`src/ebh_consts.svh`:
```
// Function
// - grant answers an asserted bus request
// - test mode grant lets outsider reach registers
// - otherwise halt memory, float memory outputs
// - direction asserts on read with select
// - slot one high and low selects
// - drive attribute select and I/O strobes
// - wait input taken from the accessed slot only
// - slot two high and low selects
`ifndef EBH_CONSTS_SVH
`define EBH_CONSTS_SVH

// ----------------------------------------
// timing
// ----------------------------------------
`define EBH_CLK_PERIOD_NS 100
`define EBH_STROBE_MIN_NS 300
`define EBH_SETUP_MIN_NS 100
`define EBH_STROBE_CYCLES \
    ((`EBH_STROBE_MIN_NS + `EBH_CLK_PERIOD_NS - 1) / `EBH_CLK_PERIOD_NS)
`define EBH_SETUP_CYCLES \
    ((`EBH_SETUP_MIN_NS + `EBH_CLK_PERIOD_NS - 1) / `EBH_CLK_PERIOD_NS)

// ----------------------------------------
// field positions and reset values
// ----------------------------------------
`define EBH_CS_HI_BIT 1
`define EBH_CS_LO_BIT 0
`define EBH_CS_IDLE 2'h3
`define EBH_CNT_WIDTH 4

`endif

```
`src/ebh_pkg.sv`:
```
package ebh_pkg;

    typedef enum logic [1:0] {
        EBH_G_IDLE,
        EBH_G_DRAIN,
        EBH_G_GRANT
    } ebh_grant_state_t;

    typedef enum logic [2:0] {
        EBH_C_IDLE,
        EBH_C_SETUP,
        EBH_C_STROBE,
        EBH_C_WAIT,
        EBH_C_HOLD
    } ebh_card_state_t;

endpackage

```
`src/ebh_top.sv`:
```
`timescale 1ns/1ps
`include "ebh_consts.svh"

module ebh_top #(
    parameter int STROBE_CYCLES = `EBH_STROBE_CYCLES,
    parameter int SETUP_CYCLES = `EBH_SETUP_CYCLES
) (
    input wire logic clock_i,
    input wire logic rst_n_i,
    input wire logic ext_bus_request_n_i,
    input wire logic test_register_access_select_i,
    input wire logic test_access_enable_i,
    input wire logic mem_busy_i,
    input wire logic card_req_i,
    input wire logic card_slot_i,
    input wire logic card_read_i,
    input wire logic card_io_i,
    input wire logic card_attr_i,
    input wire logic card_hi_i,
    input wire logic card_lo_i,
    input wire logic slot1_wait_n_i,
    input wire logic slot2_wait_n_i,
    output logic ext_bus_grant_n_o,
    output logic test_access_active_o,
    output logic mem_halt_o,
    output logic mem_drive_oe_n_o,
    output logic card_busy_o,
    output logic card_done_o,
    output logic [1:0] slot1_chip_selects_n_o,
    output logic [1:0] slot2_chip_selects_n_o,
    output logic slot_attribute_space_select_n_o,
    output logic slot_io_read_strobe_n_o,
    output logic slot_io_write_strobe_n_o,
    output logic slot_buffer_direction_n_o
);

    // ----------------------------------------
    // helpers
    // ----------------------------------------
    function automatic logic [1:0] cs_code(input logic hi, input logic lo);
        logic [1:0] code;
        code = `EBH_CS_IDLE;
        code[`EBH_CS_HI_BIT] = ~hi;
        code[`EBH_CS_LO_BIT] = ~lo;
        return code;
    endfunction

    function automatic logic test_mode(input logic sel, input logic en);
        return sel & en;
    endfunction

    // ----------------------------------------
    // bus handover
    // ----------------------------------------
    ebh_pkg::ebh_grant_state_t g_state_q;
    ebh_pkg::ebh_grant_state_t g_state_d;
    ebh_pkg::ebh_card_state_t c_state_q;
    ebh_pkg::ebh_card_state_t c_state_d;
    logic req_active;
    logic tmode;
    logic card_idle;

    assign req_active = ~ext_bus_request_n_i;
    assign tmode = test_mode(test_register_access_select_i, test_access_enable_i);
    assign card_idle = (c_state_q == ebh_pkg::EBH_C_IDLE);

    always_comb begin
        g_state_d = g_state_q;
        case (g_state_q)
            ebh_pkg::EBH_G_IDLE: begin
                if (req_active) begin
                    g_state_d = ebh_pkg::EBH_G_DRAIN;
                end
            end
            ebh_pkg::EBH_G_DRAIN: begin
                if (!req_active) begin
                    g_state_d = ebh_pkg::EBH_G_IDLE;
                end else if (tmode || (!mem_busy_i && card_idle)) begin
                    g_state_d = ebh_pkg::EBH_G_GRANT;
                end
            end
            ebh_pkg::EBH_G_GRANT: begin
                if (!req_active) begin
                    g_state_d = ebh_pkg::EBH_G_IDLE;
                end
            end
            default: begin
                g_state_d = ebh_pkg::EBH_G_IDLE;
            end
        endcase
    end

    always_ff @(posedge clock_i) begin
        if (!rst_n_i) begin
            g_state_q <= ebh_pkg::EBH_G_IDLE;
        end else begin
            g_state_q <= g_state_d;
        end
    end

    // grant only once the outsider may drive
    always_ff @(posedge clock_i) begin
        if (!rst_n_i) begin
            ext_bus_grant_n_o <= 1'b1;
        end else begin
            ext_bus_grant_n_o <= ~(g_state_d == ebh_pkg::EBH_G_GRANT);
        end
    end

    // test access path to internal registers
    always_ff @(posedge clock_i) begin
        if (!rst_n_i) begin
            test_access_active_o <= 1'b0;
        end else begin
            test_access_active_o <= (g_state_d == ebh_pkg::EBH_G_GRANT) && tmode;
        end
    end

    // halt own memory cycles and float memory outputs, except in test mode
    always_ff @(posedge clock_i) begin
        if (!rst_n_i) begin
            mem_halt_o <= 1'b0;
            mem_drive_oe_n_o <= 1'b0;
        end else begin
            mem_halt_o <= (g_state_d != ebh_pkg::EBH_G_IDLE) && !tmode;
            mem_drive_oe_n_o <= (g_state_d == ebh_pkg::EBH_G_GRANT) && !tmode;
        end
    end

    // ----------------------------------------
    // card slot access
    // ----------------------------------------
    logic [`EBH_CNT_WIDTH-1:0] cnt_q;
    logic slot_q;
    logic read_q;
    logic io_q;
    logic attr_q;
    logic hi_q;
    logic lo_q;
    logic wait_sel;
    logic start;
    logic cnt_done;

    assign start = card_req_i && (g_state_q == ebh_pkg::EBH_G_IDLE) && !req_active;
    assign wait_sel = slot_q ? ~slot2_wait_n_i : ~slot1_wait_n_i;
    assign cnt_done = (cnt_q == '0);

    always_comb begin
        c_state_d = c_state_q;
        case (c_state_q)
            ebh_pkg::EBH_C_IDLE: begin
                if (start) begin
                    c_state_d = ebh_pkg::EBH_C_SETUP;
                end
            end
            ebh_pkg::EBH_C_SETUP: begin
                if (cnt_done) begin
                    c_state_d = ebh_pkg::EBH_C_STROBE;
                end
            end
            ebh_pkg::EBH_C_STROBE: begin
                if (cnt_done) begin
                    c_state_d = wait_sel ? ebh_pkg::EBH_C_WAIT : ebh_pkg::EBH_C_HOLD;
                end
            end
            ebh_pkg::EBH_C_WAIT: begin
                if (!wait_sel) begin
                    c_state_d = ebh_pkg::EBH_C_HOLD;
                end
            end
            ebh_pkg::EBH_C_HOLD: begin
                c_state_d = ebh_pkg::EBH_C_IDLE;
            end
            default: begin
                c_state_d = ebh_pkg::EBH_C_IDLE;
            end
        endcase
    end

    always_ff @(posedge clock_i) begin
        if (!rst_n_i) begin
            c_state_q <= ebh_pkg::EBH_C_IDLE;
        end else begin
            c_state_q <= c_state_d;
        end
    end

    // phase length counter
    always_ff @(posedge clock_i) begin
        if (!rst_n_i) begin
            cnt_q <= '0;
        end else if (c_state_q == ebh_pkg::EBH_C_IDLE && start) begin
            cnt_q <= `EBH_CNT_WIDTH'(SETUP_CYCLES - 1);
        end else if (c_state_q == ebh_pkg::EBH_C_SETUP && cnt_done) begin
            cnt_q <= `EBH_CNT_WIDTH'(STROBE_CYCLES - 1);
        end else if (!cnt_done) begin
            cnt_q <= cnt_q - `EBH_CNT_WIDTH'(1);
        end
    end

    // access attributes caught at start
    always_ff @(posedge clock_i) begin
        if (!rst_n_i) begin
            slot_q <= 1'b0;
            read_q <= 1'b0;
            io_q <= 1'b0;
            attr_q <= 1'b0;
            hi_q <= 1'b0;
            lo_q <= 1'b0;
        end else if (c_state_q == ebh_pkg::EBH_C_IDLE && start) begin
            slot_q <= card_slot_i;
            read_q <= card_read_i;
            io_q <= card_io_i;
            attr_q <= card_attr_i;
            hi_q <= card_hi_i;
            lo_q <= card_lo_i;
        end
    end

    // ----------------------------------------
    // slot outputs
    // ----------------------------------------
    logic sel_d;
    logic strobe_d;
    logic [1:0] cs_d;

    assign sel_d = (c_state_d != ebh_pkg::EBH_C_IDLE) && (c_state_q != ebh_pkg::EBH_C_IDLE);
    assign strobe_d = (c_state_d == ebh_pkg::EBH_C_STROBE) ||
                      (c_state_d == ebh_pkg::EBH_C_WAIT);
    assign cs_d = sel_d ? cs_code(hi_q, lo_q) : `EBH_CS_IDLE;

    always_ff @(posedge clock_i) begin
        if (!rst_n_i) begin
            slot1_chip_selects_n_o <= `EBH_CS_IDLE;
            slot2_chip_selects_n_o <= `EBH_CS_IDLE;
        end else begin
            slot1_chip_selects_n_o <= slot_q ? `EBH_CS_IDLE : cs_d;
            slot2_chip_selects_n_o <= slot_q ? cs_d : `EBH_CS_IDLE;
        end
    end

    always_ff @(posedge clock_i) begin
        if (!rst_n_i) begin
            slot_attribute_space_select_n_o <= 1'b1;
            slot_io_read_strobe_n_o <= 1'b1;
            slot_io_write_strobe_n_o <= 1'b1;
        end else begin
            slot_attribute_space_select_n_o <= ~(sel_d && (attr_q || io_q));
            slot_io_read_strobe_n_o <= ~(strobe_d && io_q && read_q);
            slot_io_write_strobe_n_o <= ~(strobe_d && io_q && !read_q);
        end
    end

    always_ff @(posedge clock_i) begin
        if (!rst_n_i) begin
            slot_buffer_direction_n_o <= 1'b1;
        end else begin
            slot_buffer_direction_n_o <= ~((cs_d != `EBH_CS_IDLE) && read_q);
        end
    end

    // ----------------------------------------
    // status
    // ----------------------------------------
    always_ff @(posedge clock_i) begin
        if (!rst_n_i) begin
            card_busy_o <= 1'b0;
            card_done_o <= 1'b0;
        end else begin
            card_busy_o <= (c_state_d != ebh_pkg::EBH_C_IDLE);
            card_done_o <= (c_state_q == ebh_pkg::EBH_C_HOLD);
        end
    end

endmodule

```
`config.mk`:
```
export PLATFORM = sky130hd
export DESIGN_NAME = ebh_top
export DESIGN_NICKNAME = d
export VERILOG_FILES = /design/src/ebh_pkg.sv /design/src/ebh_top.sv
export VERILOG_INCLUDE_DIRS = /design/src
export SDC_FILE = /design/constraint.sdc
export NUM_CORES = 1
export LEC_CHECK = 0
export ABC_AREA = 1
export BUFFER_PORTS_ARGS = -buffer_cell sky130_fd_sc_hd__buf_4
export CORE_MARGIN = 8
export CORE_UTILIZATION = 53
export CTS_BUF_LIST = sky130_fd_sc_hd__clkbuf_8
export DETAILED_ROUTE_END_ITERATION = 12
export GPL_TIMING_DRIVEN = 0
export HOLD_SLACK_MARGIN = 0.05
export PLACE_DENSITY = 0.8
export SYNTH_ARGS = -nofsm -noshare
export SYNTH_HDL_FRONTEND = slang
export SYNTH_SLANG_ARGS = --single-unit
export TNS_END_PERCENT = 30
```
`constraint.sdc`:
```
create_clock -name clock_i -period 2 [get_ports clock_i]
set_clock_uncertainty 0.15 [all_clocks]
set_input_delay 0.2 -clock clock_i [delete_from_list [all_inputs] [get_ports clock_i]]
set_output_delay 0.2 -clock clock_i [all_outputs]
set_load 0.03 [all_outputs]
```
Yosys cells after proc, flatten, opt, wreduce, memory -nomap -nowiden
Cells that the tools add are included.
Widths: inputs -> output; s select.

operators by class
  muxes and demuxes = 15
  $add $sub $neg = 1
  equality and inequality tests = 11
  bitwise operators = 11
  reductions and logical operators = 30

operators by type and width
  cell                 number
  $mux 3               5
  $logic_and 1x1->1    14
  $mux 2               7
  $eq 3x2->1 const B   4
  $pmux 3 s4           1
  $not 1->1            10
  $pmux 2 s3           1
  $reduce_bool 3->1    2
  $eq 2x2->1 const B   2
  $logic_not 4->1      1
  $reduce_or 2->1      2
  $sub 4x1->4 const B  1
  $eq 3x1->1 const B   1
  $eq 3x3->1 const B   1
  $logic_not 1->1      3
  $logic_not 3->1      1
  $logic_or 1x1->1     3
  $reduce_or 3->1      1
  $eq 2x1->1 const B   1
  $logic_not 2->1      1
  $ne 2x1->1 const B   1
  $ne 2x2->1 const B   1
  $reduce_and 2->1     1
  $reduce_bool 2->1    1
  2 further kinds      2

storage, ports and cells
  flip-flop bits (word level) = 29
  logic and storage cells = 90

Longest topological paths before layout
  depth in word-level cells = 11
  depth in mapped cells = 11
  depth with buffers taken out = 11

Worst setup path before layout
Ideal clock, no wire load.

  kind = register to register
  from = register cnt_q[0]
  to = register slot1_chip_selects_n_o[0]
  setup slack = 0.469 ns
  data required time = 1.732 ns
  stages on the path, launching flop included = 12
  library setup time = 0.118 ns
  clock period less this slack = 1.531 ns
  arrival time = 1.264 ns
  cells stage by stage = dfxtp_1 inv_1 ha_1 nand2_1 nor2_2 nand2_1 nand2_1 nor2_2 nand3_2 nand2_1 nor2_1 nand2_1

between the ends
  word-level cells in the longest chain between the ends = 6

ends and longest elaborated chain
  item                              line                            source
  start: declaration                ebh_top.sv:133                  logic [`EBH_CNT_WIDTH-1:0] cnt_q;
  start signal: assignment          ebh_top.sv:193                  cnt_q <= `EBH_CNT_WIDTH'(SETUP_CYCLES - 1);
  start signal: assignment          ebh_top.sv:195                  cnt_q <= `EBH_CNT_WIDTH'(STROBE_CYCLES - 1);
  start signal: assignment          ebh_top.sv:197                  cnt_q <= cnt_q - `EBH_CNT_WIDTH'(1);
  $logic_not 4->1 *                 ebh_top.sv:146                  assign cnt_done = (cnt_q == '0);
  $mux 3, on equally long branches  ebh_top.sv:162, ebh_top.sv:157
  $pmux 3 s4 *                      ebh_top.sv:150                  case (c_state_q)
  $reduce_bool 3->1 *               ebh_top.sv:227                  assign sel_d = (c_state_d != ebh_pkg::EBH_C_IDLE) && (c_state_q != ebh_pkg::EBH_C_IDLE);
  $logic_and 1x1->1 *               ebh_top.sv:227
  $mux 2 (no source line) *         n/a
  end signal: assignment            ebh_top.sv:234                  slot1_chip_selects_n_o <= `EBH_CS_IDLE;
  end signal: assignment            ebh_top.sv:237                  slot1_chip_selects_n_o <= slot_q ? `EBH_CS_IDLE : cs_d;
  end: declaration                  ebh_top.sv:29                   output logic [1:0] slot1_chip_selects_n_o,

Every way passes the cells marked *; elsewhere a longest branch is shown, timed or not.
A chain may end at the register's enable or synchronous reset.

Worst setup path in the final report
  from = register cnt_q[0]
  to = register slot2_chip_selects_n_o[0]

between the ends
  word-level cells in the longest chain between the ends = 6

ends and longest elaborated chain
  item                              line                            source
  $logic_not 4->1 *                 ebh_top.sv:146
  $mux 3, on equally long branches  ebh_top.sv:162, ebh_top.sv:157
  $pmux 3 s4 *                      ebh_top.sv:150
  $reduce_bool 3->1 *               ebh_top.sv:227
  $logic_and 1x1->1 *               ebh_top.sv:227
  $mux 2 (no source line) *         n/a
  end signal: assignment            ebh_top.sv:235                  slot2_chip_selects_n_o <= `EBH_CS_IDLE;
  end signal: assignment            ebh_top.sv:238                  slot2_chip_selects_n_o <= slot_q ? cs_d : `EBH_CS_IDLE;
  end: declaration                  ebh_top.sv:30                   output logic [1:0] slot2_chip_selects_n_o,

Marked as above.

==> run summary <==
The run finished with clean final reports. Critical path launch point type: a flip-flop. The tools report the DRC violations left as 0. The synthesized area per cell came out at 7.592 sq um. The core region is 1982 sq um. The worst register-to-register path ends at slot2_chip_selects_n_o[0].

For the worst flop-to-flop path, the logic depth is 11. The synthesized design contains 0 enable-type register cells. Register bit total from synthesis: 29.

Setup repair after global routing left no endpoint under its margin. VDD sags by at most 1.077 mV. The H-tree was split into 2 levels. TritonCTS built the clock tree. Sorting the synthesized cells by how often they occur yields sky130_fd_sc_hd__nand2_1, sky130_fd_sc_hd__dfxtp_1, sky130_fd_sc_hd__inv_1, sky130_fd_sc_hd__nor2_1, sky130_fd_sc_hd__a21oi_1. Commonest register cell after synthesis: sky130_fd_sc_hd__dfxtp_1. The buffers plus inverters on the worst setup path works out to 1. For this run the aggregate overflow at the end of global routing stands at 0. For this design the top-level I/O count stands at 29. The final critical path takes up 87.64% of the cycle. Routability-driven placement finished with a final weighted congestion of 0.8492. Clock-pin slew was measured on the worst setup and hold paths at 0.05 ns.

Counting instances, the worst hold path has a depth of 3. The first-pass GRT wire length is 4084 um. For this run, the slowest stage of the critical path takes 0.30 ns.

Dividing the detail-routed wire length by the instance count gives 12.11 um. Setup violations remaining at the end of the flow were counted as 0. Most frequently used cell type in the post-synthesis netlist: sky130_fd_sc_hd__nand2_1. The analysis attributes to cell leakage a power of 0.7056 nW.

The die is 61.89 um tall. The worst setup path is of the flip-flop to flip-flop kind. The final layout net count was 201; the peak fanout along the critical path was 4.

The tools report the final number of hold-violating endpoints as 0. The number of pins with negative max-slew slack in the final report is 0. sky130_fd_sc_hd__dfxtp_1 takes more of the synthesized area than any other cell. The DRC marker count from the first detailed-route iteration is 15, and the actual slew at the worst max-slew pin is 0.3663 ns. Buffers added to address setup during post-CTS repair amount to 0. Subtracting the final worst setup slack from the clock period gives 1.753 ns.

The tools report the filler cell count as 158. Cells with a size suffix above 1 make up 25.95% of the layout. The total die area is 3830 sq um.

Of all flip-flops after synthesis, the portion carrying an async set or reset was 0%. The worst hold path begins at card_hi_i. The number of antenna violations at the first check in global routing is 0.

The clock reaches the later pin of the worst-skew pair after 0.28 ns. The worst register-to-register path has a setup slack of 0.25 ns. Via total after detailed routing: 1019. The family of cells with the greatest summed delay on the critical path was simple AND/OR/NAND/NOR gates. TritonCTS created 5 clock buffers.

For the total track usage, the log shows 14.88%. The master of the slowest instance on the critical path is sky130_fd_sc_hd__dfxtp_1. Across the run, the number of max-cap violations was 0. The number of antenna diodes in the final layout is 0.

For the number of placement rows, the log shows 16. The path with the worst hold slack has its endpoint at hi_q. For the worst setup path, the data required time is 2.01 ns. The critical path goes through inv_1 > ha_1 > nand2_1 > nor2_2 > nand2_1 > nand2_1 > nor2_2 > nand3_2 > nand2_1 > nor2_1 > nand2_1.

When the netlist entered floorplanning its net count stood at 163. The count of cell types in the netlist was 23; the clock sink count was 29. Layout-stage area growth over the synthesis result: 32.29%. After detailed routing, the total wire length is 2567 um.

Power spread over the standard cell area amounts to 1127 nW/um^2. The mapped netlist covers 1116 sq um. Of the synthesized area, sequential elements account for 52.02%. After synthesis, the largest area contributor takes up 52.02% of total cell area. The worst register-to-register path begins at cnt_q[0]. The highest clock frequency the design can meet was 570.5 MHz. In the post-synthesis netlist, the biggest area contributors are sky130_fd_sc_hd__dfxtp_1, sky130_fd_sc_hd__nand2_1, sky130_fd_sc_hd__inv_1. The logs give 56.31% for the starting density of the core and 1.76 ns for the arrival time of the worst setup path. The placed instances occupy a cell area of 1360 sq um. Port buffering added 28 buffers.

The residual antenna-violating net count after detailed routing was 0. In this design, the critical path's most frequently occurring cell is sky130_fd_sc_hd__nand2_1. In the routed layout, each cell is associated on average with a via count of 4.807. The clock passes through at most 2 buffers. Via count of the first global-routing pass: 998.

After routing the design area is 1476 sq um. The number of iterations in the first detailed-routing pass came out at 4. The Yosys step of the flow raised 0 warnings.

The run gives 0 ns as the final-layout setup total negative slack. Maximum number of pins on one net before global-route repair: 11. The tightest min-delay check is of the primary input to flip-flop type.

Final HPWL from detailed placement: 1908 um. The floorplan step set the die width to 61.89 um. For the gate count after technology mapping, the log shows 147.

The tools report the worst slew margin relative to its limit as 75.58%. The tools report the CTS root buffer as sky130_fd_sc_hd__clkbuf_8. STA classifies the critical path endpoint as a flip-flop.
-- where the power goes --
part	switching, W	total [W]	internal (W)
Clock	0.000198	0.000465	0.000267
Sequential	0.0000395	0.000689	0.000650
Combinational	0.000330	0.000510	0.000181
-- state kept, by name, summed over array words and instances (netlist names) --
signal / cells
card_done_o: 1
card_busy_o: 1
slot_io_read_strobe_n_o: 1
ext_bus_grant_n_o: 1
read_q: 1
hi_q: 1
test_access_active_o: 1
mem_halt_o: 1
slot_q: 1
mem_drive_oe_n_o: 1
cnt_q: 4
lo_q: 1
g_state_q: 2
attr_q: 1
slot_io_write_strobe_n_o: 1
slot2_chip_selects_n_o: 2
slot1_chip_selects_n_o: 2
c_state_q: 3
slot_attribute_space_select_n_o: 1
io_q: 1
slot_buffer_direction_n_o: 1
-- through the flow --
step           util [%]  instances  hold WS [ns]  total power [W]  setup slack (ns)
3_5_place_dp      68.62        202        0.2471         0.001201            0.2833
5_1_grt           74.49        212       0.05410         0.001778           0.09164
6_report          74.49        212       0.05541         0.001665            0.2472
4_1_cts           74.49        212       0.05315         0.001670            0.2709
3_3_place_gp      68.62        202        0.2326         0.001175            0.3447
2_1_floorplan         -        147        0.1275         0.001077            0.4685
-- final cells by class --
| class | instances | area [sq um] | area share, % |
|---|---|---|---|
| clock inverter | 1 | 3.754 | 0.2542 |
| multi-input combinational | 91 | 432.9 | 29.32 |
| clock buffer | 6 | 82.58 | 5.593 |
| sequential | 29 | 580.6 | 39.32 |
| buffer | 2 | 8.758 | 0.5932 |
| inverter | 25 | 93.84 | 6.356 |
| tap | 27 | 33.78 | 2.288 |
| timing repair buffer | 31 | 240.2 | 16.27 |
-- cells in the final DEF, fill, tap and decap left out --
master / instances
sky130_fd_sc_hd__dlygate4sd3_1: 3
sky130_fd_sc_hd__dfxtp_1: 29
sky130_fd_sc_hd__inv_1: 22
sky130_fd_sc_hd__nor2_2: 4
sky130_fd_sc_hd__o21ai_0: 9
sky130_fd_sc_hd__nor3_1: 3
sky130_fd_sc_hd__or2_2: 1
sky130_fd_sc_hd__buf_2: 1
sky130_fd_sc_hd__a211oi_1: 1
sky130_fd_sc_hd__o2111ai_1: 1
sky130_fd_sc_hd__nand4_1: 1
sky130_fd_sc_hd__clkinv_1: 1
sky130_fd_sc_hd__a31oi_1: 1
sky130_fd_sc_hd__clkbuf_8: 6
sky130_fd_sc_hd__clkbuf_1: 1
sky130_fd_sc_hd__nor4_1: 1
sky130_fd_sc_hd__nand2_2: 2
sky130_fd_sc_hd__nand3_2: 2
sky130_fd_sc_hd__inv_2: 3
sky130_fd_sc_hd__nor2_1: 17
sky130_fd_sc_hd__a21oi_1: 11
sky130_fd_sc_hd__nand2_1: 33
sky130_fd_sc_hd__buf_4: 28
sky130_fd_sc_hd__ha_1: 1
sky130_fd_sc_hd__o21ai_2: 1
sky130_fd_sc_hd__nand3_1: 2
-- worst max-delay path by stage --
stage | startpoint | endpoint | cells past startpoint | slack [ns]
floorplan | cnt_q[0] | slot1_chip_selects_n_o[0] | 11 | 0.47
global placement | cnt_q[0] | slot2_chip_selects_n_o[1] | 11 | 0.34
detailed placement | cnt_q[0] | slot2_chip_selects_n_o[0] | 11 | 0.28
CTS | cnt_q[0] | slot2_chip_selects_n_o[0] | 11 | 0.27
global route | cnt_q[0] | slot2_chip_selects_n_o[1] | 11 | 0.09
finish | cnt_q[0] | slot2_chip_selects_n_o[0] | 11 | 0.25
-- timing repair --
action / CTS / global route
gates resized for setup: 0 / 0
setup endpoints to repair: 0 / 0
hold endpoints to repair: 3 / 0
hold buffers: 3 / 0
-- tightest hold or removal path, stage by stage --
cell and delay [ns]:
sky130_fd_sc_hd__buf_4 0.07, sky130_fd_sc_hd__o21ai_0 0.07, sky130_fd_sc_hd__a21oi_1 0.10
-- kinds of logic (layout without fill, tap and decap cells) --
family,Yosys count,in the layout,synth area share [%]
fa+ha+maj,1,1,1.121
simple gates,66,66,25.90
flops,29,29,52.02
buf+inv,27,65,9.192
compound gates,24,24,11.77
-- routing by layer --
layer	part of all wire, %	GRT usage (%)
met2	49	25.26
met3	9.9	9.465
met1	40	13.72
met5	0	0
met4	0.93	6.818
Power figures use the tool's default switching activity.
